**src/shared/csh_regs.svh**
```systemverilog
// Register offsets, field positions and fixed values of the command slot block.
// Assumes a 3-bit word address on the plain register port and 16-bit data.
`ifndef CSH_REGS_SVH
`define CSH_REGS_SVH

// Word addresses on the register port
`define CSH_ADDR_STATUS 3'h0
`define CSH_ADDR_CONTROL 3'h1
`define CSH_ADDR_MODCTL 3'h2
`define CSH_ADDR_PTR0 3'h3
`define CSH_ADDR_PTR3 3'h6

// Bit positions inside one slot nibble of slot_status_word
`define CSH_ST_XFAULT 0
`define CSH_ST_MFAULT 1
`define CSH_ST_BUSY 2
`define CSH_ST_CBUSY 3

// Bit positions inside one slot nibble of slot_control_word
`define CSH_CT_ACK 0
`define CSH_CT_SYNC 1
`define CSH_CT_REQ 2
`define CSH_CT_CANCEL 3

// Module reset bit in module_control_word
`define CSH_MOD_RST 0

// Slot count and nibble width
`define CSH_SLOTS 4
`define CSH_NIB 4

// Block layout in host memory and signature
`define CSH_OFS_ERRWORD 16'h0000
`define CSH_OFS_CONN 16'h0002
`define CSH_SIG 8'h4b
`define CSH_NULL_PTR 16'h0000

// Reset values
`define CSH_WORD_RST 16'h0000

`endif

```
**src/shared/csh_pkg.sv**
```systemverilog
// Types shared by the command slot block.
// Assumes csh_regs.svh holds all offsets and positions.
package csh_pkg;
  typedef logic [15:0] csh_word_t;
  typedef logic [2:0] csh_addr_t;
  typedef logic [1:0] csh_slot_t;
  typedef enum logic [3:0] {
    ST_IDLE, ST_FETCH, ST_RUN, ST_ERRWR, ST_FAULT, ST_RECOV, ST_HOLD, ST_ABORT, ST_ABEND
  } csh_state_e;
endpackage

```
**src/logic/csh_slots.sv**
```systemverilog
// Four-slot command handshake engine with host register port and memory port.
// Assumes register port, memory port and executor share clock; scan_end is a pin.
// Summary of operation
// - Idle slot with request raises busy, latches mode, fetches block, starts.
// - Coupled finish: request low drops busy, else busy held until low.
// - Uncoupled: busy low and request high starts; finish drops busy unconditionally.
// - Uncoupled held request repeats at each following scan end.
// - Execution error writes code to error word, sets execution fault, halts.
// - Failed error word write also sets memory fetch fault.
// - Unreadable block sets both faults, halts, writes nothing.
// - Faulted slot samples acknowledge at scan end, clears faults, recovers, drops busy.
// - Execution fault only with busy; faults clear no later than busy.
// - Acknowledge is a level sampled only while faulted.
// - Cancel during command raises cancel busy, clears it, then clears busy.
// - Cancel busy never without busy in the same slot.
// - Cancel busy clears despite held cancel; held cancel blocks new commands.
// - All four cancels plus module reset bit reset all slots and the memory port; slot control word and pointers keep their values.
// - Slots run independently except for full reset and shared memory port.
// - Connection high byte without signature marks block invalid, both faults.
// - Each slot owns one nibble of status and control words.
// - Pointer holds block address; zero is invalid; 16 bits reach 64k.
//
// Decided for this implementation: the address-and-strobe port and the address map.
`timescale 1ns/1ps
`default_nettype none
`include "csh_regs.svh"

module csh_slots (
  input wire logic clock,
  input wire logic rst,
  input wire csh_pkg::csh_addr_t reg_addr,
  input wire csh_pkg::csh_word_t reg_wdata,
  input wire logic reg_write,
  input wire logic reg_read,
  output csh_pkg::csh_word_t reg_rdata,
  input wire logic scan_end,
  output logic mem_req,
  output logic mem_we,
  output csh_pkg::csh_word_t mem_addr,
  output csh_pkg::csh_word_t mem_wdata,
  input wire logic mem_ack,
  input wire logic mem_fail,
  input wire csh_pkg::csh_word_t mem_rdata,
  output logic [3:0] exec_start,
  output logic [3:0] exec_abort,
  input wire logic [3:0] exec_done,
  input wire logic [3:0] exec_err,
  input wire logic [63:0] exec_code
);
  import csh_pkg::*;

  // One bit of a slot nibble, used only on the control word; status is built by index
  function automatic logic nib(input csh_word_t w, input int slot, input int pos);
    nib = w[`CSH_NIB * slot + pos];
  endfunction

  csh_word_t ctl_q, modctl_q, rdata_q;
  csh_word_t ptr_q [`CSH_SLOTS];
  csh_word_t code_q [`CSH_SLOTS];
  csh_state_e st_q [`CSH_SLOTS];
  logic [3:0] busy_q, xf_q, mf_q, cb_q, coupled_q, start_q, abort_q;
  logic scan_meta_q, scan_sync_q, scan_prev_q, scan_tick;
  logic mem_busy_q, mem_we_q;
  csh_slot_t mem_slot_q;
  csh_word_t mem_addr_q, mem_wdata_q;
  logic [3:0] mem_done, want;
  logic soft_rst;
  csh_word_t status_w;

  // Scan end is a host pin: two flops, then edge detect on the clean copy
  always_ff @(posedge clock or posedge rst) begin
    if (rst) begin
      scan_meta_q <= 1'b0;
      scan_sync_q <= 1'b0;
      scan_prev_q <= 1'b0;
    end else begin
      scan_meta_q <= scan_end;
      scan_sync_q <= scan_meta_q;
      scan_prev_q <= scan_sync_q;
    end
  end
  assign scan_tick = scan_sync_q & ~scan_prev_q;

  // Full reset needs all four cancels and the reset bit together
  assign soft_rst = modctl_q[`CSH_MOD_RST] & nib(ctl_q, 0, `CSH_CT_CANCEL)
    & nib(ctl_q, 1, `CSH_CT_CANCEL) & nib(ctl_q, 2, `CSH_CT_CANCEL)
    & nib(ctl_q, 3, `CSH_CT_CANCEL);

  // Host-written words; the reset bit drops itself once acted upon
  always_ff @(posedge clock or posedge rst) begin
    if (rst) begin
      ctl_q <= `CSH_WORD_RST;
      modctl_q <= `CSH_WORD_RST;
      for (int i = 0; i < `CSH_SLOTS; i++) begin
        ptr_q[i] <= `CSH_WORD_RST;
      end
    end else begin
      if (soft_rst) begin
        modctl_q[`CSH_MOD_RST] <= 1'b0;
      end
      if (reg_write) begin
        case (reg_addr)
          `CSH_ADDR_CONTROL: ctl_q <= reg_wdata;
          `CSH_ADDR_MODCTL: modctl_q <= reg_wdata;
          default: begin
            for (int i = 0; i < `CSH_SLOTS; i++) begin
              if (reg_addr == `CSH_ADDR_PTR0 + csh_addr_t'(i)) begin
                ptr_q[i] <= reg_wdata;
              end
            end
          end
        endcase
      end
    end
  end

  // Status nibbles assembled from the slot flags
  always_comb begin
    status_w = `CSH_WORD_RST;
    for (int i = 0; i < `CSH_SLOTS; i++) begin
      status_w[`CSH_NIB * i + `CSH_ST_XFAULT] = xf_q[i];
      status_w[`CSH_NIB * i + `CSH_ST_MFAULT] = mf_q[i];
      status_w[`CSH_NIB * i + `CSH_ST_BUSY] = busy_q[i];
      status_w[`CSH_NIB * i + `CSH_ST_CBUSY] = cb_q[i];
    end
  end

  // Read data stands only in the cycle after the strobe; unmapped reads zero
  always_ff @(posedge clock or posedge rst) begin
    if (rst) begin
      rdata_q <= `CSH_WORD_RST;
    end else if (reg_read) begin
      case (reg_addr)
        `CSH_ADDR_STATUS: rdata_q <= status_w;
        `CSH_ADDR_CONTROL: rdata_q <= ctl_q;
        `CSH_ADDR_MODCTL: rdata_q <= modctl_q;
        default: begin
          rdata_q <= `CSH_WORD_RST;
          for (int i = 0; i < `CSH_SLOTS; i++) begin
            if (reg_addr == `CSH_ADDR_PTR0 + csh_addr_t'(i)) begin
              rdata_q <= ptr_q[i];
            end
          end
        end
      endcase
    end else begin
      rdata_q <= `CSH_WORD_RST;
    end
  end

  // Slots wanting the shared memory port, and completion per slot
  always_comb begin
    for (int i = 0; i < `CSH_SLOTS; i++) begin
      want[i] = (st_q[i] == ST_FETCH) || (st_q[i] == ST_ERRWR);
      mem_done[i] = mem_busy_q && mem_ack && (mem_slot_q == csh_slot_t'(i));
    end
  end

  // Memory port: fixed priority, lowest slot first; one access at a time
  always_ff @(posedge clock or posedge rst) begin
    if (rst) begin
      mem_busy_q <= 1'b0;
      mem_we_q <= 1'b0;
      mem_slot_q <= 2'h0;
      mem_addr_q <= `CSH_WORD_RST;
      mem_wdata_q <= `CSH_WORD_RST;
    end else if (soft_rst) begin
      mem_busy_q <= 1'b0;
      mem_we_q <= 1'b0;
    end else if (mem_busy_q) begin
      if (mem_ack) begin
        mem_busy_q <= 1'b0;
        mem_we_q <= 1'b0;
      end
    end else begin
      for (int i = `CSH_SLOTS - 1; i >= 0; i--) begin
        if (want[i]) begin
          mem_busy_q <= 1'b1;
          mem_slot_q <= csh_slot_t'(i);
          mem_we_q <= (st_q[i] == ST_ERRWR);
          mem_addr_q <= ptr_q[i] + ((st_q[i] == ST_ERRWR) ? `CSH_OFS_ERRWORD : `CSH_OFS_CONN);
          mem_wdata_q <= code_q[i];
        end
      end
    end
  end

  // Per-slot handshake machines; each slot touches only its own state
  always_ff @(posedge clock or posedge rst) begin
    if (rst) begin
      for (int i = 0; i < `CSH_SLOTS; i++) begin
        st_q[i] <= ST_IDLE;
        code_q[i] <= `CSH_WORD_RST;
      end
      busy_q <= 4'h0;
      xf_q <= 4'h0;
      mf_q <= 4'h0;
      cb_q <= 4'h0;
      coupled_q <= 4'h0;
      start_q <= 4'h0;
      abort_q <= 4'h0;
    end else if (soft_rst) begin
      for (int i = 0; i < `CSH_SLOTS; i++) begin
        st_q[i] <= ST_IDLE;
      end
      busy_q <= 4'h0;
      xf_q <= 4'h0;
      mf_q <= 4'h0;
      cb_q <= 4'h0;
      start_q <= 4'h0;
      abort_q <= 4'h0;
    end else begin
      start_q <= 4'h0;
      for (int i = 0; i < `CSH_SLOTS; i++) begin
        case (st_q[i])
          ST_IDLE: begin
            // Held cancel locks the slot; restart only at a scan end
            if (scan_tick && nib(ctl_q, i, `CSH_CT_REQ)
                && !nib(ctl_q, i, `CSH_CT_CANCEL)) begin
              busy_q[i] <= 1'b1;
              coupled_q[i] <= nib(ctl_q, i, `CSH_CT_SYNC);
              if (ptr_q[i] == `CSH_NULL_PTR) begin
                // Null pointer cannot name a block: fault without any access
                xf_q[i] <= 1'b1;
                mf_q[i] <= 1'b1;
                st_q[i] <= ST_FAULT;
              end else begin
                st_q[i] <= ST_FETCH;
              end
            end
          end
          ST_FETCH: begin
            if (mem_done[i]) begin
              if (mem_fail || mem_rdata[15:8] != `CSH_SIG) begin
                xf_q[i] <= 1'b1;
                mf_q[i] <= 1'b1;
                st_q[i] <= ST_FAULT;
              end else begin
                start_q[i] <= 1'b1;
                st_q[i] <= ST_RUN;
              end
            end
          end
          ST_RUN: begin
            if (nib(ctl_q, i, `CSH_CT_CANCEL)) begin
              cb_q[i] <= 1'b1;
              abort_q[i] <= 1'b1;
              st_q[i] <= ST_ABORT;
            end else if (exec_done[i] && exec_err[i]) begin
              code_q[i] <= exec_code[16 * i +: 16];
              st_q[i] <= ST_ERRWR;
            end else if (exec_done[i]) begin
              if (coupled_q[i] && nib(ctl_q, i, `CSH_CT_REQ)) begin
                st_q[i] <= ST_HOLD;
              end else begin
                busy_q[i] <= 1'b0;
                st_q[i] <= ST_IDLE;
              end
            end
          end
          ST_ERRWR: begin
            if (mem_done[i]) begin
              xf_q[i] <= 1'b1;
              mf_q[i] <= mem_fail;
              st_q[i] <= ST_FAULT;
            end
          end
          ST_FAULT: begin
            // Level sample at scan end only; a held acknowledge clears at the next scan end
            if (scan_tick && nib(ctl_q, i, `CSH_CT_ACK)) begin
              xf_q[i] <= 1'b0;
              mf_q[i] <= 1'b0;
              st_q[i] <= ST_RECOV;
            end
          end
          ST_RECOV: begin
            busy_q[i] <= 1'b0;
            st_q[i] <= ST_IDLE;
          end
          ST_HOLD: begin
            if (!nib(ctl_q, i, `CSH_CT_REQ)) begin
              busy_q[i] <= 1'b0;
              st_q[i] <= ST_IDLE;
            end
          end
          ST_ABORT: begin
            // Cancel busy drops on executor reply even if cancel stays high
            if (exec_done[i]) begin
              cb_q[i] <= 1'b0;
              abort_q[i] <= 1'b0;
              st_q[i] <= ST_ABEND;
            end
          end
          ST_ABEND: begin
            busy_q[i] <= 1'b0;
            st_q[i] <= ST_IDLE;
          end
          default: begin
            st_q[i] <= ST_IDLE;
          end
        endcase
      end
    end
  end

  assign reg_rdata = rdata_q;
  assign mem_req = mem_busy_q;
  assign mem_we = mem_we_q;
  assign mem_addr = mem_addr_q;
  assign mem_wdata = mem_wdata_q;
  assign exec_start = start_q;
  assign exec_abort = abort_q;
endmodule

`default_nettype wire

```
**config.mk**
```make
export PLATFORM = sky130hd
export DESIGN_NAME = csh_slots
export DESIGN_NICKNAME = d
export VERILOG_FILES = /design/src/shared/csh_pkg.sv /design/src/logic/csh_slots.sv
export VERILOG_INCLUDE_DIRS = /design/src /design/src/shared
export SDC_FILE = /design/constraint.sdc
export NUM_CORES = 1
export LEC_CHECK = 0
export BUFFER_PORTS_ARGS = -buffer_cell sky130_fd_sc_hd__buf_2
export CAP_MARGIN = 20
export CORE_ASPECT_RATIO = 0.7
export CORE_MARGIN = 2
export CORE_UTILIZATION = 45
export DETAILED_ROUTE_END_ITERATION = 10
export HOLD_SLACK_MARGIN = 0.12
export SETUP_SLACK_MARGIN = 0.2
export SYNTH_ARGS = -nofsm -noshare
export SYNTH_HDL_FRONTEND = slang
export SYNTH_SLANG_ARGS = --single-unit
```
**constraint.sdc**
```tcl
create_clock -name clock -period 26.1 [get_ports clock]
set_input_delay 5.22 -clock clock [delete_from_list [all_inputs] [get_ports clock]]
set_output_delay 5.22 -clock clock [all_outputs]
set_load 0.01 [all_outputs]
```
==> reports/qor.yml, run 1 <==
status: "complete, no violations"
ys_ff_latch: 255
drive_gt1_share_pct: 28.4
instances_no_fill: 1927
rr_worst_depth: 9
period_minus_slack_ps: 7270
ff2ff_setup_slack_ps: 22290
synth.distinct_cells: 91
crit_type: "primary input to flip-flop"
fp.dieArea_um2: 32400
max_slew_margin_pct: 30.3
p_sw_uw: 611
grt_max_degree: 111
placed_cells: 1877
place.gp.congestion: 0.934
antenna_found_initial: 0
syn_area_um2: 13900
min_from: "scan_meta_q$_DFF_PP0_"
path_clk_slew_ps: 60
grt_overflow_total: 0
post_cts_buffers: 0
p_int_uw: 935
grtUsageTotal_pct: 26.3
hold_path.class: "flip-flop to flip-flop"
fin_crit_sh_pct: 27.9
coreArea_um2: 30200
peakVddDrop_mv: 0.0547
post_drt_wl_per_cell_um: 22.4
avgSynthCellArea_um2: 10.1
synth_top_family_by_area: "simple AND/OR/NAND/NOR gates"
nets: 1618
setup_tns_ps: 0
grt_pass1_vias: 10943
route.detailed.drc: 0
crit_arrival_ps: 7710
rr_startpoint: "st_q[8]$_DFFE_PP0P_"
syn_inst: 1384
rsz0062_at_grt: "false"
port_buffers: 163
numCtsBuffers: 27
cts.sinks: 255
timing.rr.end: "mem_addr[11]$_DFFE_PP0P_"
synth_warnings: 0
cap_violations: 0
grt_pass1_wl_mm: 65.9
layout_common_cells: "dfrtp_1 (255), mux2_2 (174), buf_2 (163)"
hold_viol: 0
start_kind: "primary input"
synth_compound_area_share_pct: 14.4
start_util_pct: 46.1
power.density_nw_per_um2: 97.0
drt_iter0_markers: 1229
die_h_um: 151
synth_fa_ha_area_share_pct: 0.718
pwr-share-seq_pct: 38.3
syn_nets: 1506
power_frac_clock_pct: 25.8
p_leak_uw: 0.00683
synthFlopType: "dfrtp_1"
htreeDepth: 1
cts_tree: "done"
fmax_mhz: 138
critPathMaxFanout: 58
top_level_ports: 172
drv_slew: 0
cp.required_ps: 26540
cts_resized: 0
holdPathEnd: "scan_sync_q$_DFF_PP0_"
dp_hpwl_mm: 30.7
setup_viol: 0
ant_nets: 0
synthSimpleGateAreaFrac_pct: 17.4
synth-xor-area-share_pct: 2.45
row_count: 53
routed_wl_mm: 43.2
clockBufferDepth: 3
synth.area.mux_share_pct: 15.4
critPathCaptureType: "flip-flop"
final_common_cell: "dfrtp_1"
synthArstFlopShare_pct: 100
synth_edf_count: 0
min_path_cells: 0
n_antenna_cell: 0
clock_skew_ps: 21.1
max_slew.worst_pin.slew_ps: 1040
first_pass_iters: 5
via_count: 11509
die_x_um: 214
postCtsHoldBufs: 0
sw_frac_of_total_pct: 39.5
seq_area_frac_synth_pct: 45.8
insertion_delay_ps: 560
comb_power_share_pct: 35.9
area_delta_synth_final_pct: 14.3
clk_root_buffer_cell: "clkbuf_16"
viasPerCell: 5.97
synthesized netlist by cell type (4+ instances only):
library cell	n	area share, %
a31oi_1	13	0.58
xor2_1	14	0.88
nand2_1	144	3.9
o211ai_1	7	0.38
and2_1	4	0.18
a21oi_1	64	2.3
nand3_1	44	1.6
nand2b_1	11	0.49
nor3_1	30	1.1
mux2i_1	17	1.2
nor2b_1	7	0.31
nand4_1	22	0.99
o311ai_0	4	0.25
o221ai_1	10	0.63
nand3b_1	5	0.27
o31ai_1	8	0.43
or3_1	11	0.49
o21a_1	10	0.54
mux2_2	174	14
a21boi_0	6	0.32
o21ai_1	22	0.79
inv_1	38	1.0
a211o_1	5	0.31
buf_1	5	0.13
or4_1	4	0.22
xnor2_1	25	1.6
a221oi_1	5	0.31
clkbuf_1	58	1.6
nor3b_1	7	0.38
nor2_1	76	2.0
and3_1	8	0.36
ha_1	8	0.72
a311oi_1	22	1.4
nor4_1	37	1.7
buf_2	28	1.0
o22ai_1	24	1.1
o21ai_0	59	2.1
a211oi_1	9	0.48
dfrtp_1	255	46
per-stage QoR:
stage / area [µm²] / worst slack, ps / total power (µW) / hold slack, ps / util, %
floorplan: 13900 / 13870 / 956 / 331 / -
global placement: 15000 / 18300 / 1130 / 340 / 49.6
detailed placement: 15000 / 18300 / 1140 / 344 / 49.6
CTS: 15900 / 18890 / 1540 / 371 / 52.6
global route: 15900 / 18690 / 1640 / 380 / 52.7
finish: 15900 / 18830 / 1550 / 369 / 52.7
worst max-delay path, cell delays in order:
cell,delay (ps)
buf_2,80
buf_4,590
inv_1,270
nand2_1,630
or2_2,530
mux2_2,390
layer usage:
layer	up-vias	track usage (%)	wire length (µm)
met3	61	7.27	3720
li1	5332	-	-
met2	425	37.4	18100
met5	-	0	34
met1	5689	39.6	20500
met4	2	5.69	865
cell families (layout without fill, tap and decap cells):
family / Yosys count / after routing
flip-flops: 255 / 255
AND/OR/NAND/NOR: 452 / 452
AO/OA/AOI/OAI: 304 / 304
adder cells (fa/ha/maj): 8 / 8
buffers and inverters: 134 / 265
multiplexers: 192 / 192
XOR/XNOR: 39 / 39
sequential cells by signal (all words and copies together), names as in the netlist, 16 cells and up:
name	count
code_q	64
ctl_q	16
mem_addr	16
mem_wdata	16
modctl_q	16
ptr_q	64
reg_rdata	16
st_q	16
power groups by stage:
stage,registers [µW],clock network (µW),logic [µW]
2_1_floorplan,554,0,402
3_3_place_gp,593,0,538
3_5_place_dp,595,0,545
4_1_cts,589,406,548
5_1_grt,606,423,607
6_report,593,398,555
area by class of cell:
class,instances,area (µm²)
Fill cell,2806,14300
Multi-Input combinational cell,995,7030
Sequential cell,255,6380
Timing Repair Buffer,178,940
Clock buffer,37,793
Tap cell,412,515
Inverter,39,154
Clock inverter,11,124
worst max-delay path by stage:
stage,endpoint,slack (ps),startpoint
floorplan,busy_q[0]$_DFFE_PP0P_,13870,rst
global placement,ptr_q[16]$_DFFE_PP0P_,18300,reg_addr[1]
detailed placement,ptr_q[29]$_DFFE_PP0P_,18300,reg_addr[1]
CTS,ptr_q[29]$_DFFE_PP0P_,18890,reg_addr[1]
global route,ptr_q[25]$_DFFE_PP0P_,18690,reg_addr[1]
finish,ptr_q[29]$_DFFE_PP0P_,18830,reg_addr[1]
No activity file was read; power rests on OpenSTA's default activity.
==> run 2, diff against run 1 <==
--- a/config.mk
+++ b/config.mk
@@ -13,6 +13,7 @@
 export CORE_UTILIZATION = 45
 export DETAILED_ROUTE_END_ITERATION = 10
 export HOLD_SLACK_MARGIN = 0.12
+export PLACE_DENSITY = 0.67
 export SETUP_SLACK_MARGIN = 0.2
 export SYNTH_ARGS = -nofsm -noshare
 export SYNTH_HDL_FRONTEND = slang
==> constraint.sdc (replaced) <==
create_clock -name clock -period 5.9 [get_ports clock]
set_input_delay 1.18 -clock clock [delete_from_list [all_inputs] [get_ports clock]]
set_output_delay 1.18 -clock clock [all_outputs]
set_load 0.01 [all_outputs]
==> run 2 against run 1 <==
Effect of this change:
- total power rose to 4.4 times the previous value
- wire length shrank 1.6%
- clock skew down 12 ps
- final area decreased by 0.26%
- combinational power grew to 4.4 times the previous value
- via count increased by 1.3%
- clock-buffer cell count is 6 higher
- sequential power grew to 4.4 times the previous value
- critical path type is now flip-flop to flip-flop
==> reports/qor.yml, run 2 (synthesis gave the netlist of run 1 again) <==
place.gp.congestion: 0.924  # was 0.934
post_drt_wl_per_cell_um: 22.1  # was 22.4 µm
slowest_stage: "nor3b_4"  # was nand2_1
period_minus_slack_ps: 3580
postCtsHoldBufs: 0  # unchanged
antenna_found_initial: 2  # was 0
pre_cts_ws_ps: 2230  # was 18300 ps
start_util_pct: 46.1  # unchanged
n_antenna_cell: 0  # unchanged
hold_viol: 0  # unchanged
status: "complete, no violations"  # unchanged
path_clk_slew_ps: 60  # about the same
grt_max_degree: 165  # was 111
dp_hpwl_mm: 30.2  # was 30.7 mm
rsz0062_at_grt: "false"  # unchanged
insertion_delay_ps: 550  # was 560 ps
setup_tns_ps: 0  # unchanged
rr_startpoint: "st_q[8]$_DFFE_PP0P_"  # unchanged
rr_worst_depth: 9  # unchanged
min_path_cells: 0  # unchanged
max_slew.worst_pin.slew_ps: 1050  # was 1040 ps
critPathMaxFanout: 19  # was 58
clk_root_buffer_cell: "clkbuf_16"  # unchanged
viasPerCell: 6.06  # was 5.97
post_cts_buffers: 0  # unchanged
cts_tree: "done"  # unchanged
grt_overflow_total: 0  # unchanged
ff2ff_setup_slack_ps: 2320  # was 22290 ps
die_h_um: 151  # unchanged
routed_wl_mm: 42.5  # was 43.2 mm
cp-startpoint: "st_q[8]$_DFFE_PP0P_"  # was reg_addr[1]
max_slew_margin_pct: 30.1  # was 30.3%
fin_crit_sh_pct: 60.8
crit_arrival_ps: 4070  # was 7710 ps
layout_common_cells: "dfrtp_1 (255), mux2_2 (174), buf_2 (163)"  # unchanged
critPathCaptureType: "flip-flop"  # unchanged
via_count: 11656  # was 11509
drv_slew: 0  # unchanged
cpMostUsedCell: "ha_1"
hold_path.class: "flip-flop to flip-flop"  # unchanged
fp.dieArea_um2: 32400  # unchanged
cts_resized: 0  # unchanged
start_kind: "flip-flop"  # was primary input
coreArea_um2: 30200  # unchanged
numCtsBuffers: 27  # unchanged
first_pass_iters: 6  # was 5
die_x_um: 214  # unchanged
p_leak_uw: 0.00681  # was 0.00683 µW
nets: 1618  # unchanged
endpoint: "mem_addr[11]$_DFFE_PP0P_"  # was ptr_q[29]$_DFFE_PP0P_
area_delta_synth_final_pct: 14.0  # was 14.3%
cp_slowest_stage_delay_ps: 940  # was 630 ps
grtUsageTotal_pct: 26.1  # was 26.3%
cts.sinks: 255  # unchanged
fin_ws_ps: 2320  # was 18830 ps
cap_violations: 0  # unchanged
peakVddDrop_mv: 0.217  # was 0.0547 mV
crit_type: "flip-flop to flip-flop"  # was primary input to flip-flop
htreeDepth: 1  # unchanged
final_common_cell: "dfrtp_1"  # unchanged
setup_viol: 0  # unchanged
row_count: 53  # unchanged
cp.required_ps: 6390  # was 26540 ps
clockBufferDepth: 3  # unchanged
drt_iter0_markers: 1507  # was 1229
drive_gt1_share_pct: 27.7  # was 28.4%
power.density_nw_per_um2: 428  # was 97.0 nW/µm²
clock_skew_ps: 9.13  # was 21.1 ps
top_level_ports: 172  # unchanged
timing.rr.end: "mem_addr[11]$_DFFE_PP0P_"  # unchanged
route.detailed.drc: 0  # unchanged
ant_nets: 0  # unchanged
fmax_mhz: 279
top_regs: "code_q x64, ptr_q x64"  # unchanged
port_buffers: 163  # unchanged
grt_pass1_wl_mm: 65.8  # was 65.9 mm
grt_pass1_vias: 10924  # was 10943
cp_cell_sequence: "nor3b_4 -> nand2_1 -> ha_1 -> ha_1 -> nand4_1 -> nor3_1 -> xnor2_1 -> o22ai_1 -> o221a_2"  # was buf_2 -> buf_4 -> inv_1 -> nand2_1 -> or2_2 -> mux2_2
-- run 2: area by class of cell --
| cell class | count | area, µm² |
|---|---|---|
| timing repair buffer | 178 | 945 |
| multi-input combinational | 995 | 7030 |
| clock buffer | 43 | 786 |
| inverter | 39 | 150 |
| fill | 2759 | 14300 |
| sequential | 255 | 6380 |
| tap | 412 | 515 |
| clock inverter | 3 | 90.1 |
-- run 2: how the worst min path moves through the flow --
stage / startpoint / to / slack, ps
3_3_place_gp: scan_meta_q$_DFF_PP0_ / scan_sync_q$_DFF_PP0_ / 340
3_5_place_dp: scan_meta_q$_DFF_PP0_ / scan_sync_q$_DFF_PP0_ / 340
5_1_grt: scan_meta_q$_DFF_PP0_ / scan_sync_q$_DFF_PP0_ / 380
4_1_cts: scan_meta_q$_DFF_PP0_ / scan_sync_q$_DFF_PP0_ / 370
2_1_floorplan: scan_meta_q$_DFF_PP0_ / scan_sync_q$_DFF_PP0_ / 330
6_report: scan_meta_q$_DFF_PP0_ / scan_sync_q$_DFF_PP0_ / 370
-- run 2: report_power, final --
group	switching, µW	internal [µW]	total (µW)
logic	1470	983	2450
clock network	696	1030	1730
registers	495	2130	2620
-- run 2: through the flow --
stage / utilization, % / hold WS (ps) / instance area, µm² / cells / power (µW)
floorplan: - / 331 / 13900 / 1384 / 4230
global placement: 49.6 / 341 / 15000 / 1877 / 4990
detailed placement: 49.6 / 343 / 15000 / 1877 / 5040
CTS: 52.5 / 366 / 15900 / 1923 / 6780
global route: 52.6 / 378 / 15900 / 1925 / 7210
finish: 52.6 / 365 / 15900 / 1925 / 6800
-- run 2: per-layer routing --
layer	up-vias	track usage, %	routed length [µm]
met5	-	0	0
met4	0	5.69	939
met3	67	5.90	3610
met2	483	36.5	17800
met1	5756	40.4	20100
li1	5350	-	-
-- run 2: critical path, delay by kind of cell (launching register included) --
family          cells  cell delay [ps]
fa+ha+maj           2              560
simple gates        4             1630
xor+xnor            1              130
compound gates      2              560
flops               1              650
